## config.mk

```make
export PLATFORM = sky130hd
export DESIGN_NAME = rti_top
export DESIGN_NICKNAME = d
export VERILOG_FILES = /design/src/verilog/rti_sync.v /design/src/verilog/rti_top.v
export VERILOG_INCLUDE_DIRS = /design/src /design/src/verilog
export SDC_FILE = /design/constraint.sdc
export NUM_CORES = 1
export LEC_CHECK = 0
export BUFFER_PORTS_ARGS = -buffer_cell sky130_fd_sc_hd__buf_2
export CORE_MARGIN = 3
export CORE_UTILIZATION = 44
export CTS_BUF_LIST = sky130_fd_sc_hd__clkbuf_16
export DETAILED_ROUTE_END_ITERATION = 12
export PLACE_DENSITY = 0.72
export SLEW_MARGIN = 30
export SYNTH_ARGS = -nofsm -noshare
export SYNTH_HDL_FRONTEND = slang
export SYNTH_SLANG_ARGS = --single-unit
```

## constraint.sdc

```tcl
create_clock -name clk -period 2.2 [get_ports clk]
set_input_delay 0.11 -clock clk [delete_from_list [all_inputs] [get_ports clk]]
set_output_delay 0.11 -clock clk [all_outputs]
set_load 0.05 [all_outputs]
```

## src/verilog/rti_map.vh

```
// Purpose: constants for the serial-port watchdog and supply-sequencing block
// Assumes: 100 MHz system clock
// Notes: timing figures kept in their own units, cycle counts derived from them
`ifndef RTI_MAP_VH
`define RTI_MAP_VH

// ****************************************************************
// clock and timing
// ****************************************************************
`define RTI_CLK_MHZ 100
`define RTI_DET_INTERVAL_US 31250
`define RTI_ACC_WAIT_MS 40
`define RTI_TOUT_TICKS 2'h2
`define RTI_POR_CYCLES 5'h10

// ****************************************************************
// serial port layout
// ****************************************************************
`define RTI_SLAVE_ADDR 7'h32
`define RTI_BYTE_BITS 4'h8

// ****************************************************************
// port states
// ****************************************************************
`define RTI_ST_IDLE 3'h0
`define RTI_ST_ADDR 3'h1
`define RTI_ST_AACK 3'h2
`define RTI_ST_WDAT 3'h3
`define RTI_ST_WACK 3'h4
`define RTI_ST_RDAT 3'h5
`define RTI_ST_RACK 3'h6

`endif

```

## src/verilog/rti_sync.v

```verilog
// Purpose: two-stage synchroniser for pins from outside the clock domain
// Assumes: inputs are asynchronous levels
// Notes: the first stage feeds only the second stage
`timescale 1ns/1ps

module rti_sync #(
    parameter W = 4
) (
    input wire clk,
    input wire sys_rst,
    input wire ce,
    input wire [W-1:0] d,
    output reg [W-1:0] q
);

// ****************************************************************
// synchroniser stages
// ****************************************************************
reg [W-1:0] meta_r; // first stage, read by the second stage only

// two flops per bit, frozen while ce is low
always @(posedge clk)
begin
    if (sys_rst)
    begin
        meta_r <= {W{1'b0}};
        q <= {W{1'b0}};
    end
    else if (ce)
    begin
        meta_r <= d;
        q <= meta_r;
    end
end

endmodule

```

## src/verilog/rti_top.v

```verilog
// Purpose: two-wire slave port with bus watchdog, plus power-on and supply sequencing
// Assumes: tick_1hz is a one-cycle pulse from on-chip logic on clk
// Notes: register map lives outside; bytes leave on wr_data/wr_stb and enter on rd_data
//
// Functional notes
// [RULE1] two 1 Hz ticks after address: reset, release
// [RULE2] host finishes address to stop within one second
// [RULE3] sample on rise, commit byte with ack
// [RULE4] broken-off partial byte is discarded
// [RULE5] host waits 40 ms after first power
// [RULE6] host waits 40 ms after supply restore
// [RULE7] backup mode checks main supply every 31.25 ms
// [RULE8] power-on reset starts from either supply
// [RULE9] timeout restarts on address, clears on stop
`timescale 1ns/1ps
`include "rti_map.vh"

module rti_top #(
    parameter [21:0] DET_CYCLES = `RTI_DET_INTERVAL_US * `RTI_CLK_MHZ,
    parameter [21:0] ACC_CYCLES = `RTI_ACC_WAIT_MS * 1000 * `RTI_CLK_MHZ
) (
    input wire clk,
    input wire sys_rst,
    input wire ce,
    input wire tick_1hz,
    input wire scl_i,
    input wire sda_i,
    input wire vdd_ok_i,
    input wire vbat_ok_i,
    input wire [7:0] rd_data,
    output reg sda_o,
    output reg sda_oe,
    output reg [7:0] wr_data,
    output reg wr_stb,
    output reg rd_stb,
    output reg busy,
    output reg tout_evt,
    output reg por_rst,
    output reg on_backup,
    output reg acc_ready
);

// ****************************************************************
// declarations
// ****************************************************************
localparam [21:0] DET_LAST = DET_CYCLES - 22'h1; // last count of a detector interval
localparam [21:0] ACC_LAST = ACC_CYCLES - 22'h1; // last count of the access wait
localparam [4:0] POR_LAST = `RTI_POR_CYCLES - 5'h1; // last count of power-on reset

wire [3:0] pins_s; // synchronised pins
wire scl_s = pins_s[0];
wire sda_s = pins_s[1];
wire vdd_s = pins_s[2];
wire vbat_s = pins_s[3];

reg scl_q_r; // previous scl, for edges
reg sda_q_r; // previous sda, for start/stop
reg [2:0] st_r; // port state
reg [3:0] bit_cnt_r; // bits of the current byte
reg [7:0] shift_r; // incoming or outgoing byte
reg rw_r; // read transfer flag
reg armed_r; // watchdog running
reg [1:0] tick_cnt_r; // 1 Hz ticks since address
reg any_q_r; // previous either-supply level
reg [4:0] por_cnt_r; // power-on reset length
reg [21:0] det_cnt_r; // backup detector interval
reg [21:0] acc_cnt_r; // access wait counter

wire scl_rise = scl_s & ~scl_q_r;
wire scl_fall = ~scl_s & scl_q_r;
wire start_c = scl_s & scl_q_r & sda_q_r & ~sda_s; // sda falls, scl high
wire stop_c = scl_s & scl_q_r & ~sda_q_r & sda_s; // sda rises, scl high
wire tout_c = armed_r & tick_1hz & (tick_cnt_r == `RTI_TOUT_TICKS - 2'h1); // second tick
wire pwr_any = vdd_s | vbat_s;

// ****************************************************************
// pin synchroniser
// ****************************************************************
rti_sync #(
    .W(4)
) u_sync (
    .clk(clk),
    .sys_rst(sys_rst),
    .ce(ce),
    .d({vbat_ok_i, vdd_ok_i, sda_i, scl_i}),
    .q(pins_s)
);

// ****************************************************************
// serial slave port and watchdog
// ****************************************************************
// byte engine; the host keeps each transfer under one second RULE2
always @(posedge clk)
begin
    if (sys_rst)
    begin
        scl_q_r <= 1'b1;
        sda_q_r <= 1'b1;
        st_r <= `RTI_ST_IDLE;
        bit_cnt_r <= 4'h0;
        shift_r <= 8'h00;
        rw_r <= 1'b0;
        armed_r <= 1'b0;
        tick_cnt_r <= 2'h0;
        sda_o <= 1'b0;
        sda_oe <= 1'b0;
        wr_data <= 8'h00;
        wr_stb <= 1'b0;
        rd_stb <= 1'b0;
        busy <= 1'b0;
        tout_evt <= 1'b0;
    end
    else if (ce)
    begin
        scl_q_r <= scl_s;
        sda_q_r <= sda_s;
        // count watchdog ticks while armed, even in a start or stop cycle
        if (armed_r & tick_1hz)
        begin
            tick_cnt_r <= tick_cnt_r + 2'h1; // RULE1
        end
        wr_stb <= 1'b0;
        rd_stb <= 1'b0;
        tout_evt <= 1'b0;
        if (por_rst | tout_c)
        begin
            // interface reset: drop the transfer, let sda float
            st_r <= `RTI_ST_IDLE; // RULE1
            sda_oe <= 1'b0; // RULE1
            armed_r <= 1'b0;
            busy <= 1'b0;
            tout_evt <= tout_c;
        end
        else if (start_c)
        begin
            // new or repeated start; any partial byte is dropped unwritten
            st_r <= `RTI_ST_ADDR; // RULE4
            bit_cnt_r <= 4'h0;
            sda_oe <= 1'b0;
            busy <= 1'b1;
        end
        else if (stop_c)
        begin
            // stop ends the transfer and the watchdog
            st_r <= `RTI_ST_IDLE; // RULE4
            armed_r <= 1'b0; // RULE9
            sda_oe <= 1'b0;
            busy <= 1'b0;
        end
        else
        begin
            case (st_r)
                `RTI_ST_ADDR, `RTI_ST_WDAT:
                begin
                    if (scl_rise && bit_cnt_r != `RTI_BYTE_BITS)
                    begin
                        // data bit taken on the rising edge
                        shift_r <= {shift_r[6:0], sda_s}; // RULE3
                        bit_cnt_r <= bit_cnt_r + 4'h1;
                    end
                    else if (scl_fall && bit_cnt_r == `RTI_BYTE_BITS)
                    begin
                        if (st_r == `RTI_ST_WDAT)
                        begin
                            // whole byte: commit while driving ack
                            wr_data <= shift_r; // RULE3
                            wr_stb <= 1'b1; // RULE3
                            sda_oe <= 1'b1; // RULE3
                            st_r <= `RTI_ST_WACK;
                        end
                        else if (shift_r[7:1] == `RTI_SLAVE_ADDR)
                        begin
                            // our address: ack and restart the watchdog
                            rw_r <= shift_r[0];
                            sda_oe <= 1'b1;
                            armed_r <= 1'b1; // RULE9
                            tick_cnt_r <= 2'h0; // RULE9
                            st_r <= `RTI_ST_AACK;
                        end
                        else
                        begin
                            // another slave: stay off the bus
                            st_r <= `RTI_ST_IDLE;
                            busy <= 1'b0;
                        end
                    end
                end
                `RTI_ST_AACK:
                begin
                    // end of ack slot; reads load the first data bit here
                    if (scl_fall)
                    begin
                        bit_cnt_r <= 4'h0;
                        sda_oe <= 1'b0;
                        st_r <= `RTI_ST_WDAT;
                        if (rw_r)
                        begin
                            shift_r <= rd_data;
                            sda_oe <= ~rd_data[7];
                            rd_stb <= 1'b1;
                            bit_cnt_r <= 4'h1;
                            st_r <= `RTI_ST_RDAT;
                        end
                    end
                end
                `RTI_ST_WACK:
                begin
                    // release ack, next byte
                    if (scl_fall)
                    begin
                        sda_oe <= 1'b0;
                        bit_cnt_r <= 4'h0;
                        st_r <= `RTI_ST_WDAT;
                    end
                end
                `RTI_ST_RDAT:
                begin
                    // shift out msb first on falling edges
                    if (scl_fall)
                    begin
                        if (bit_cnt_r == `RTI_BYTE_BITS)
                        begin
                            sda_oe <= 1'b0;
                            st_r <= `RTI_ST_RACK;
                        end
                        else
                        begin
                            shift_r <= {shift_r[6:0], 1'b0};
                            sda_oe <= ~shift_r[6];
                            bit_cnt_r <= bit_cnt_r + 4'h1;
                        end
                    end
                end
                `RTI_ST_RACK:
                begin
                    // host ack: another byte; nack: wait for stop
                    if (scl_rise)
                    begin
                        st_r <= sda_s ? `RTI_ST_IDLE : `RTI_ST_AACK;
                    end
                end
                default:
                begin
                    // idle: only start leaves
                    sda_oe <= 1'b0;
                end
            endcase
        end
    end
end

// ****************************************************************
// power-on reset, backup switching and access wait
// ****************************************************************
// supply sequencing; the host honours acc_ready RULE5 RULE6
always @(posedge clk)
begin
    if (sys_rst)
    begin
        any_q_r <= 1'b0;
        por_cnt_r <= 5'h00;
        por_rst <= 1'b0;
        det_cnt_r <= 22'h000000;
        on_backup <= 1'b0;
        acc_cnt_r <= 22'h000000;
        acc_ready <= 1'b0;
    end
    else if (ce)
    begin
        any_q_r <= pwr_any;
        // first supply of either kind starts the reset pulse
        if (pwr_any & ~any_q_r)
        begin
            por_rst <= 1'b1; // RULE8
            por_cnt_r <= 5'h00;
        end
        else if (por_rst)
        begin
            if (por_cnt_r == POR_LAST)
            begin
                por_rst <= 1'b0;
            end
            else
            begin
                por_cnt_r <= por_cnt_r + 5'h01;
            end
        end
        // backup: look at main supply only at interval ends
        if (on_backup)
        begin
            if (det_cnt_r == DET_LAST)
            begin
                det_cnt_r <= 22'h000000; // RULE7
                on_backup <= ~vdd_s; // RULE7
            end
            else
            begin
                det_cnt_r <= det_cnt_r + 22'h000001; // RULE7
            end
        end
        else if (~vdd_s & vbat_s)
        begin
            on_backup <= 1'b1;
            det_cnt_r <= 22'h000000;
        end
        // access wait restarts whenever main supply is absent
        if (~vdd_s | on_backup)
        begin
            acc_cnt_r <= 22'h000000; // RULE6
            acc_ready <= 1'b0;
        end
        else if (acc_cnt_r == ACC_LAST)
        begin
            acc_ready <= 1'b1; // RULE5
        end
        else
        begin
            acc_cnt_r <= acc_cnt_r + 22'h000001;
        end
    end
end

endmodule

```

## Yosys cells after proc, flatten, opt, wreduce, memory -nomap -nowiden

Index checks and enable logic that the tools add are counted.
Widths: inputs -> output; s select.

- Register bits: 95
- Input port bits: 16
- Logic and storage cells: 219

- Add/sub/neg operators: 5
- Equality and inequality tests: 41
- Multiplexer cells: 97
- Bitwise logic cells: 27
- Reductions and logical operators: 26

Operators by type and width:

| cell | count |
|---|---|
| $mux 22 | 5 |
| $mux 1 | 50 |
| $add 22x1->22 const B | 2 |
| $eq 22x22->1 const B | 2 |
| $mux 8 | 5 |
| $mux 3 | 12 |
| $ne 5x5->1 const B | 7 |
| $mux 4 | 7 |
| $reduce_and 9->1 | 3 |
| $pmux 8 s3 | 1 |
| $mux 2 | 11 |
| $ne 3x3->1 const B | 7 |
| $ne 4x4->1 const B | 5 |
| $ne 2x2->1 const B | 8 |
| $pmux 4 s4 | 1 |
| $reduce_and 8->1 | 2 |
| $mux 5 | 3 |
| $pmux 3 s5 | 1 |
| $not 1->1 | 13 |
| $reduce_bool 3->1 | 4 |
| $and 1x1->1 | 11 |
| $reduce_and 10->1 | 1 |
| $eq 3x3->1 const B | 3 |
| $reduce_bool 4->1 | 2 |
| 22 further kinds | 30 |

## Depth between registers and ports, before layout

- Depth in word-level cells: 10
- Depth in mapped cells: 8

## Modules after synthesis

A second synthesis with hierarchy kept.

- Cells, all modules: 577
- Area total of the unflattened synthesis: 4855.9 µm²

Modules (own cells, without submodules):

| module | instances | cells each | area each (µm²) | seq. area each (µm²) |
|---|---|---|---|---|
| rti_top | 1 | 551 | 4570.6 | 1741.7 |
| rti_sync | 1 | 26 | 285.3 | 160.2 |

## Worst setup path before layout

Ideal clock, no wire load.

- Path type: register to register
- Start point: register on_backup
- End point: register acc_cnt_r[13]
- Arrival: 1.742 ns
- Setup slack: 0.330 ns
- Cell stages (with the launch flop): 9
- Cells stage by stage: dfxtp_1 > buf_2 > inv_1 > nand2_1 > nand2_1 > nand2b_1 > clkbuf_1 > clkbuf_1 > nor2_1

- Word-level cells in the longest chain between the ends: 3
- Elaborated cells between the ends (all ways): 4

Ends and longest elaborated chain:

| element | RTL line | source |
|---|---|---|
| start, declared | rti_top.v:39 | `output reg on_backup,` |
| start signal, assigned | rti_top.v:294 | `on_backup <= ~vdd_s;` |
| $or 1x1->1 (*) | rti_top.v:307 | `if (~vdd_s \| on_backup)` |
| $ne 2x2->1 (no line) | -- |  |
| $reduce_and 2->1 (no line) | -- |  |
| end signal, assigned | rti_top.v:318 | `acc_cnt_r <= acc_cnt_r + 22'h000001;` |
| end, declared | rti_top.v:67 | `reg [21:0] acc_cnt_r;` |

Every way passes the cells marked *; elsewhere a longest branch is shown, timed or not.
A chain may end at the register's enable or synchronous reset.

## Worst setup path after layout

- Start point: register tick_cnt_r[1]
- End point: register shift_r[5]

- Word-level cells in the longest chain between the ends: 5

Ends and longest elaborated chain:

| element | RTL line | source |
|---|---|---|
| start, declared | rti_top.v:63 | `reg [1:0] tick_cnt_r;` |
| start signal, assigned | rti_top.v:120 | `tick_cnt_r <= tick_cnt_r + 2'h1;` |
| $eq 2x1->1 | rti_top.v:73 | `` wire tout_c = armed_r & tick_1hz & (tick_cnt_r == `RTI_TOUT_TICKS - 2'h1); `` |
| $and 1x1->1 | rti_top.v:73 |  |
| $or 1x1->1 | rti_top.v:125 | `if (por_rst \| tout_c)` |
| $not 1->1 (no line) | -- |  |
| $reduce_and 10->1 (no line) | -- |  |
| end signal, assigned | rti_top.v:158 | `shift_r <= {shift_r[6:0], sda_s};` |
| end signal, assigned | rti_top.v:198 | `shift_r <= rd_data;` |
| end signal, assigned | rti_top.v:228 | `shift_r <= {shift_r[6:0], 1'b0};` |
| end, declared | rti_top.v:60 | `reg [7:0] shift_r;` |

No other way between the ends.

==> flow_summary.yaml <==
drt:
  first_pass_iters: 4
  met1_length_um: 4889
  routed-wl-met3_um: 428
  post_drt_wl_per_cell_um: 14.50
  drt_iter0_drc: 224
  drc: 0
  vias_per_cell: 5.717
  top_layer_used: "met4"
  drtAntennaViolNets: 0
  wl_um: 11110
  wl_met2_um: 5605
  vias: 4379
timing:
  skew_ps: 5.999
  grt_setup_unrepaired: "no"
  hold_violations: 0
  fmax_mhz: 499.7
  fin_crit_sh: 0.9096
  setup_tns_ps: 0
  worst_pin_slew_ps: 665.1
  setup_slack_ps: 198.8
  fin_crit_ps: 2001
  relSlewSlack: 0.5566
  slew_viol_final: 0
  setup_viol: 0
logic_synthesis:
  syn_inst: 594
  yosys.area.top_type: "dfxtp_1"
  synthTopCellsByCount: "95 x dfxtp_1, 76 x nor2_1, 45 x nand2_1"
  ys_types: 73
  synth_seq_cells: 95
  synth_top_area_frac: 0.3796
  syn-num-nets: 617
  synth_edf_count: 0
  syn_area_um2: 5010
  ys_seq_area_frac: 0.3796
  ys_top_cells_by_area: "dfxtp_1 38%, mux2i_1 6.0%, nor2_1 5.7%, a21oi_1 3.9%, nand3_1 3.4%"
  yosysMostFrequentCell: "dfxtp_1"
  yosys_warnings: 0
  synthArstFlopShare: 0
  synthFlopType: "dfxtp_1"
  synth.avg_cell_area_um2: 8.434
floorplanning:
  ios: 33
  die_width_um: 112.7
  dieArea_um2: 12700
  num_rows: 38
  core_um2: 10980
  start_util: 0.4561
  die_height_um: 112.7
place:
  dp_hpwl_um: 7849
  gp_congestion: 0.8816
  placed_cells: 752
  post-place-ws_ps: 73.02
  port_buffers: 31
cts:
  root_buffer: "clkbuf_16"
  clk_pin_slew_ps: 60
  htree_levels: 3
  cts_tree: "yes"
  clk_latency_ps: 340
  cts_buffer_depth: 2
  cts_num_sinks: 95
  cts_made_buffers: 9
global_routing:
  grt_usage: 0.1806
  grt_pass1_vias: 4276
  antenna_found_initial: 0
  grt_pass1_wl_um: 19400
  overflow: 0
  grt_max_degree: 26
worst_setup_path:
  critical_path_class: "reg2reg"
  cp.required_ps: 2450
  ff2ff_path_depth: 8
  cp.arrival_ps: 2250
  critPathLaunchType: "flop"
  cp-end-kind: "flop"
  crit_path_max_fanout: 16
run:
  drv_cap: 0
worst_hold_path:
  worst_hold_path.num_cells: 3
  hold_class: "in2reg"
cells_and_area:
  nets: 646
  antenna_cells: 0
  drive_gt1_frac: 0.1502
  area_growth_pct: 11.91
  layout.cells.non_filler: 766
  fillCellCount: 1037
outcome:
  outcome: "finished clean"
pwr:
  p_leak_nw: 1.974
  peakVddDrop_mv: 0.3674
  power_density_nw_per_um2: 596.8
-- worst max-delay path, cell delays in order (launching register included) --
cell and delay [ps]:
dfxtp_1 330, inv_1 40, ha_1 210, a31oi_4 280
nand3_1 240, a211oi_4 230, buf_4 240, a21oi_1 90
a311oi_1 250
-- timing repair --
item | CTS | global route
hold buffers | 0 | 0
gates resized for setup | 0 | 1
endpoints found under the hold margin | 0 | 0
buffers inserted | 0 | 0
setup endpoints to repair | 0 | 8
-- worst paths after layout --
| check | startpoint | endpoint | slack (ps) |
|---|---|---|---|
| max | tick_cnt_r[1] | shift_r[5] | 200 |
| min | vdd_ok_i | u_sync.meta_r[2] | 20 |
| max reg2reg | tick_cnt_r[1] | shift_r[5] | 200 |
| min reg2reg | acc_ready | acc_ready | 460 |
-- placed cells by master (no fill, tap or decap), drive strengths merged, types with 12 or more instances in the layout --
cell type / instances
dfxtp: 95
nor2: 76
buf: 57
nand2: 45
a21oi: 39
nand3: 34
mux2i: 30
nor3: 23
o21ai: 20
xnor2: 19
inv: 15
nand4: 13
nor2b: 12
-- report_power, final --
part           switching [W]  total (W)  internal [W]
sequential         0.0000203    0.00176       0.00174
clock               0.000640    0.00139      0.000754
combinational       0.000121   0.000194     0.0000731
total               0.000781    0.00335       0.00256
-- area by class of cell --
cell class / instances / area [um^2] / share of cell area
clock inverters: 5 / 37.54 / 0.006695
clock buffers: 9 / 225.2 / 0.04017
flip-flops and latches: 95 / 1902 / 0.3392
inverters: 15 / 56.30 / 0.01004
well taps: 140 / 175.2 / 0.03124
repair buffers: 57 / 362.8 / 0.06472
multi-input cells: 445 / 2848 / 0.5079
-- metrics by stage --
step	instance area, um^2	util	power (W)	hold slack, ps
floorplan	5010	-	0.001930	257.2
global placement	5339	0.4861	0.001983	357.9
detailed placement	5339	0.4861	0.001989	368.7
CTS	5602	0.5100	0.003383	15.21
global route	5607	0.5105	0.003467	34.50
finish	5607	0.5105	0.003346	20.77
-- logic make-up after synthesis --
kind of cell | after synthesis | share of synthesized area
DFF | 95 | 0.3796
other | 1 | 0.0007485
muxes | 30 | 0.05994
AOI/OAI and AO/OA | 117 | 0.1636
and+or+nand+nor | 261 | 0.2750
xor gates and xnor gates | 29 | 0.05070
adders and majority gates | 7 | 0.01748
buffers and inverters | 54 | 0.05294
-- state kept, by name, summed over array words and instances, names as in the netlist, 2 cells and up --
register / count
u_sync.meta_r: 4
tick_cnt_r: 2
wr_data: 8
por_cnt_r: 5
acc_cnt_r: 22
bit_cnt_r: 4
shift_r: 8
st_r: 3
det_cnt_r: 22
u_sync.q: 4
-- metal layers --
metal,vias up,track usage
li1,2197,-
met1,2070,0.2234
met2,90,0.3164
met3,22,0.03636
met4,0,0.05609
met5,-,0
Note: power is estimated with default switching activity, not from simulation.
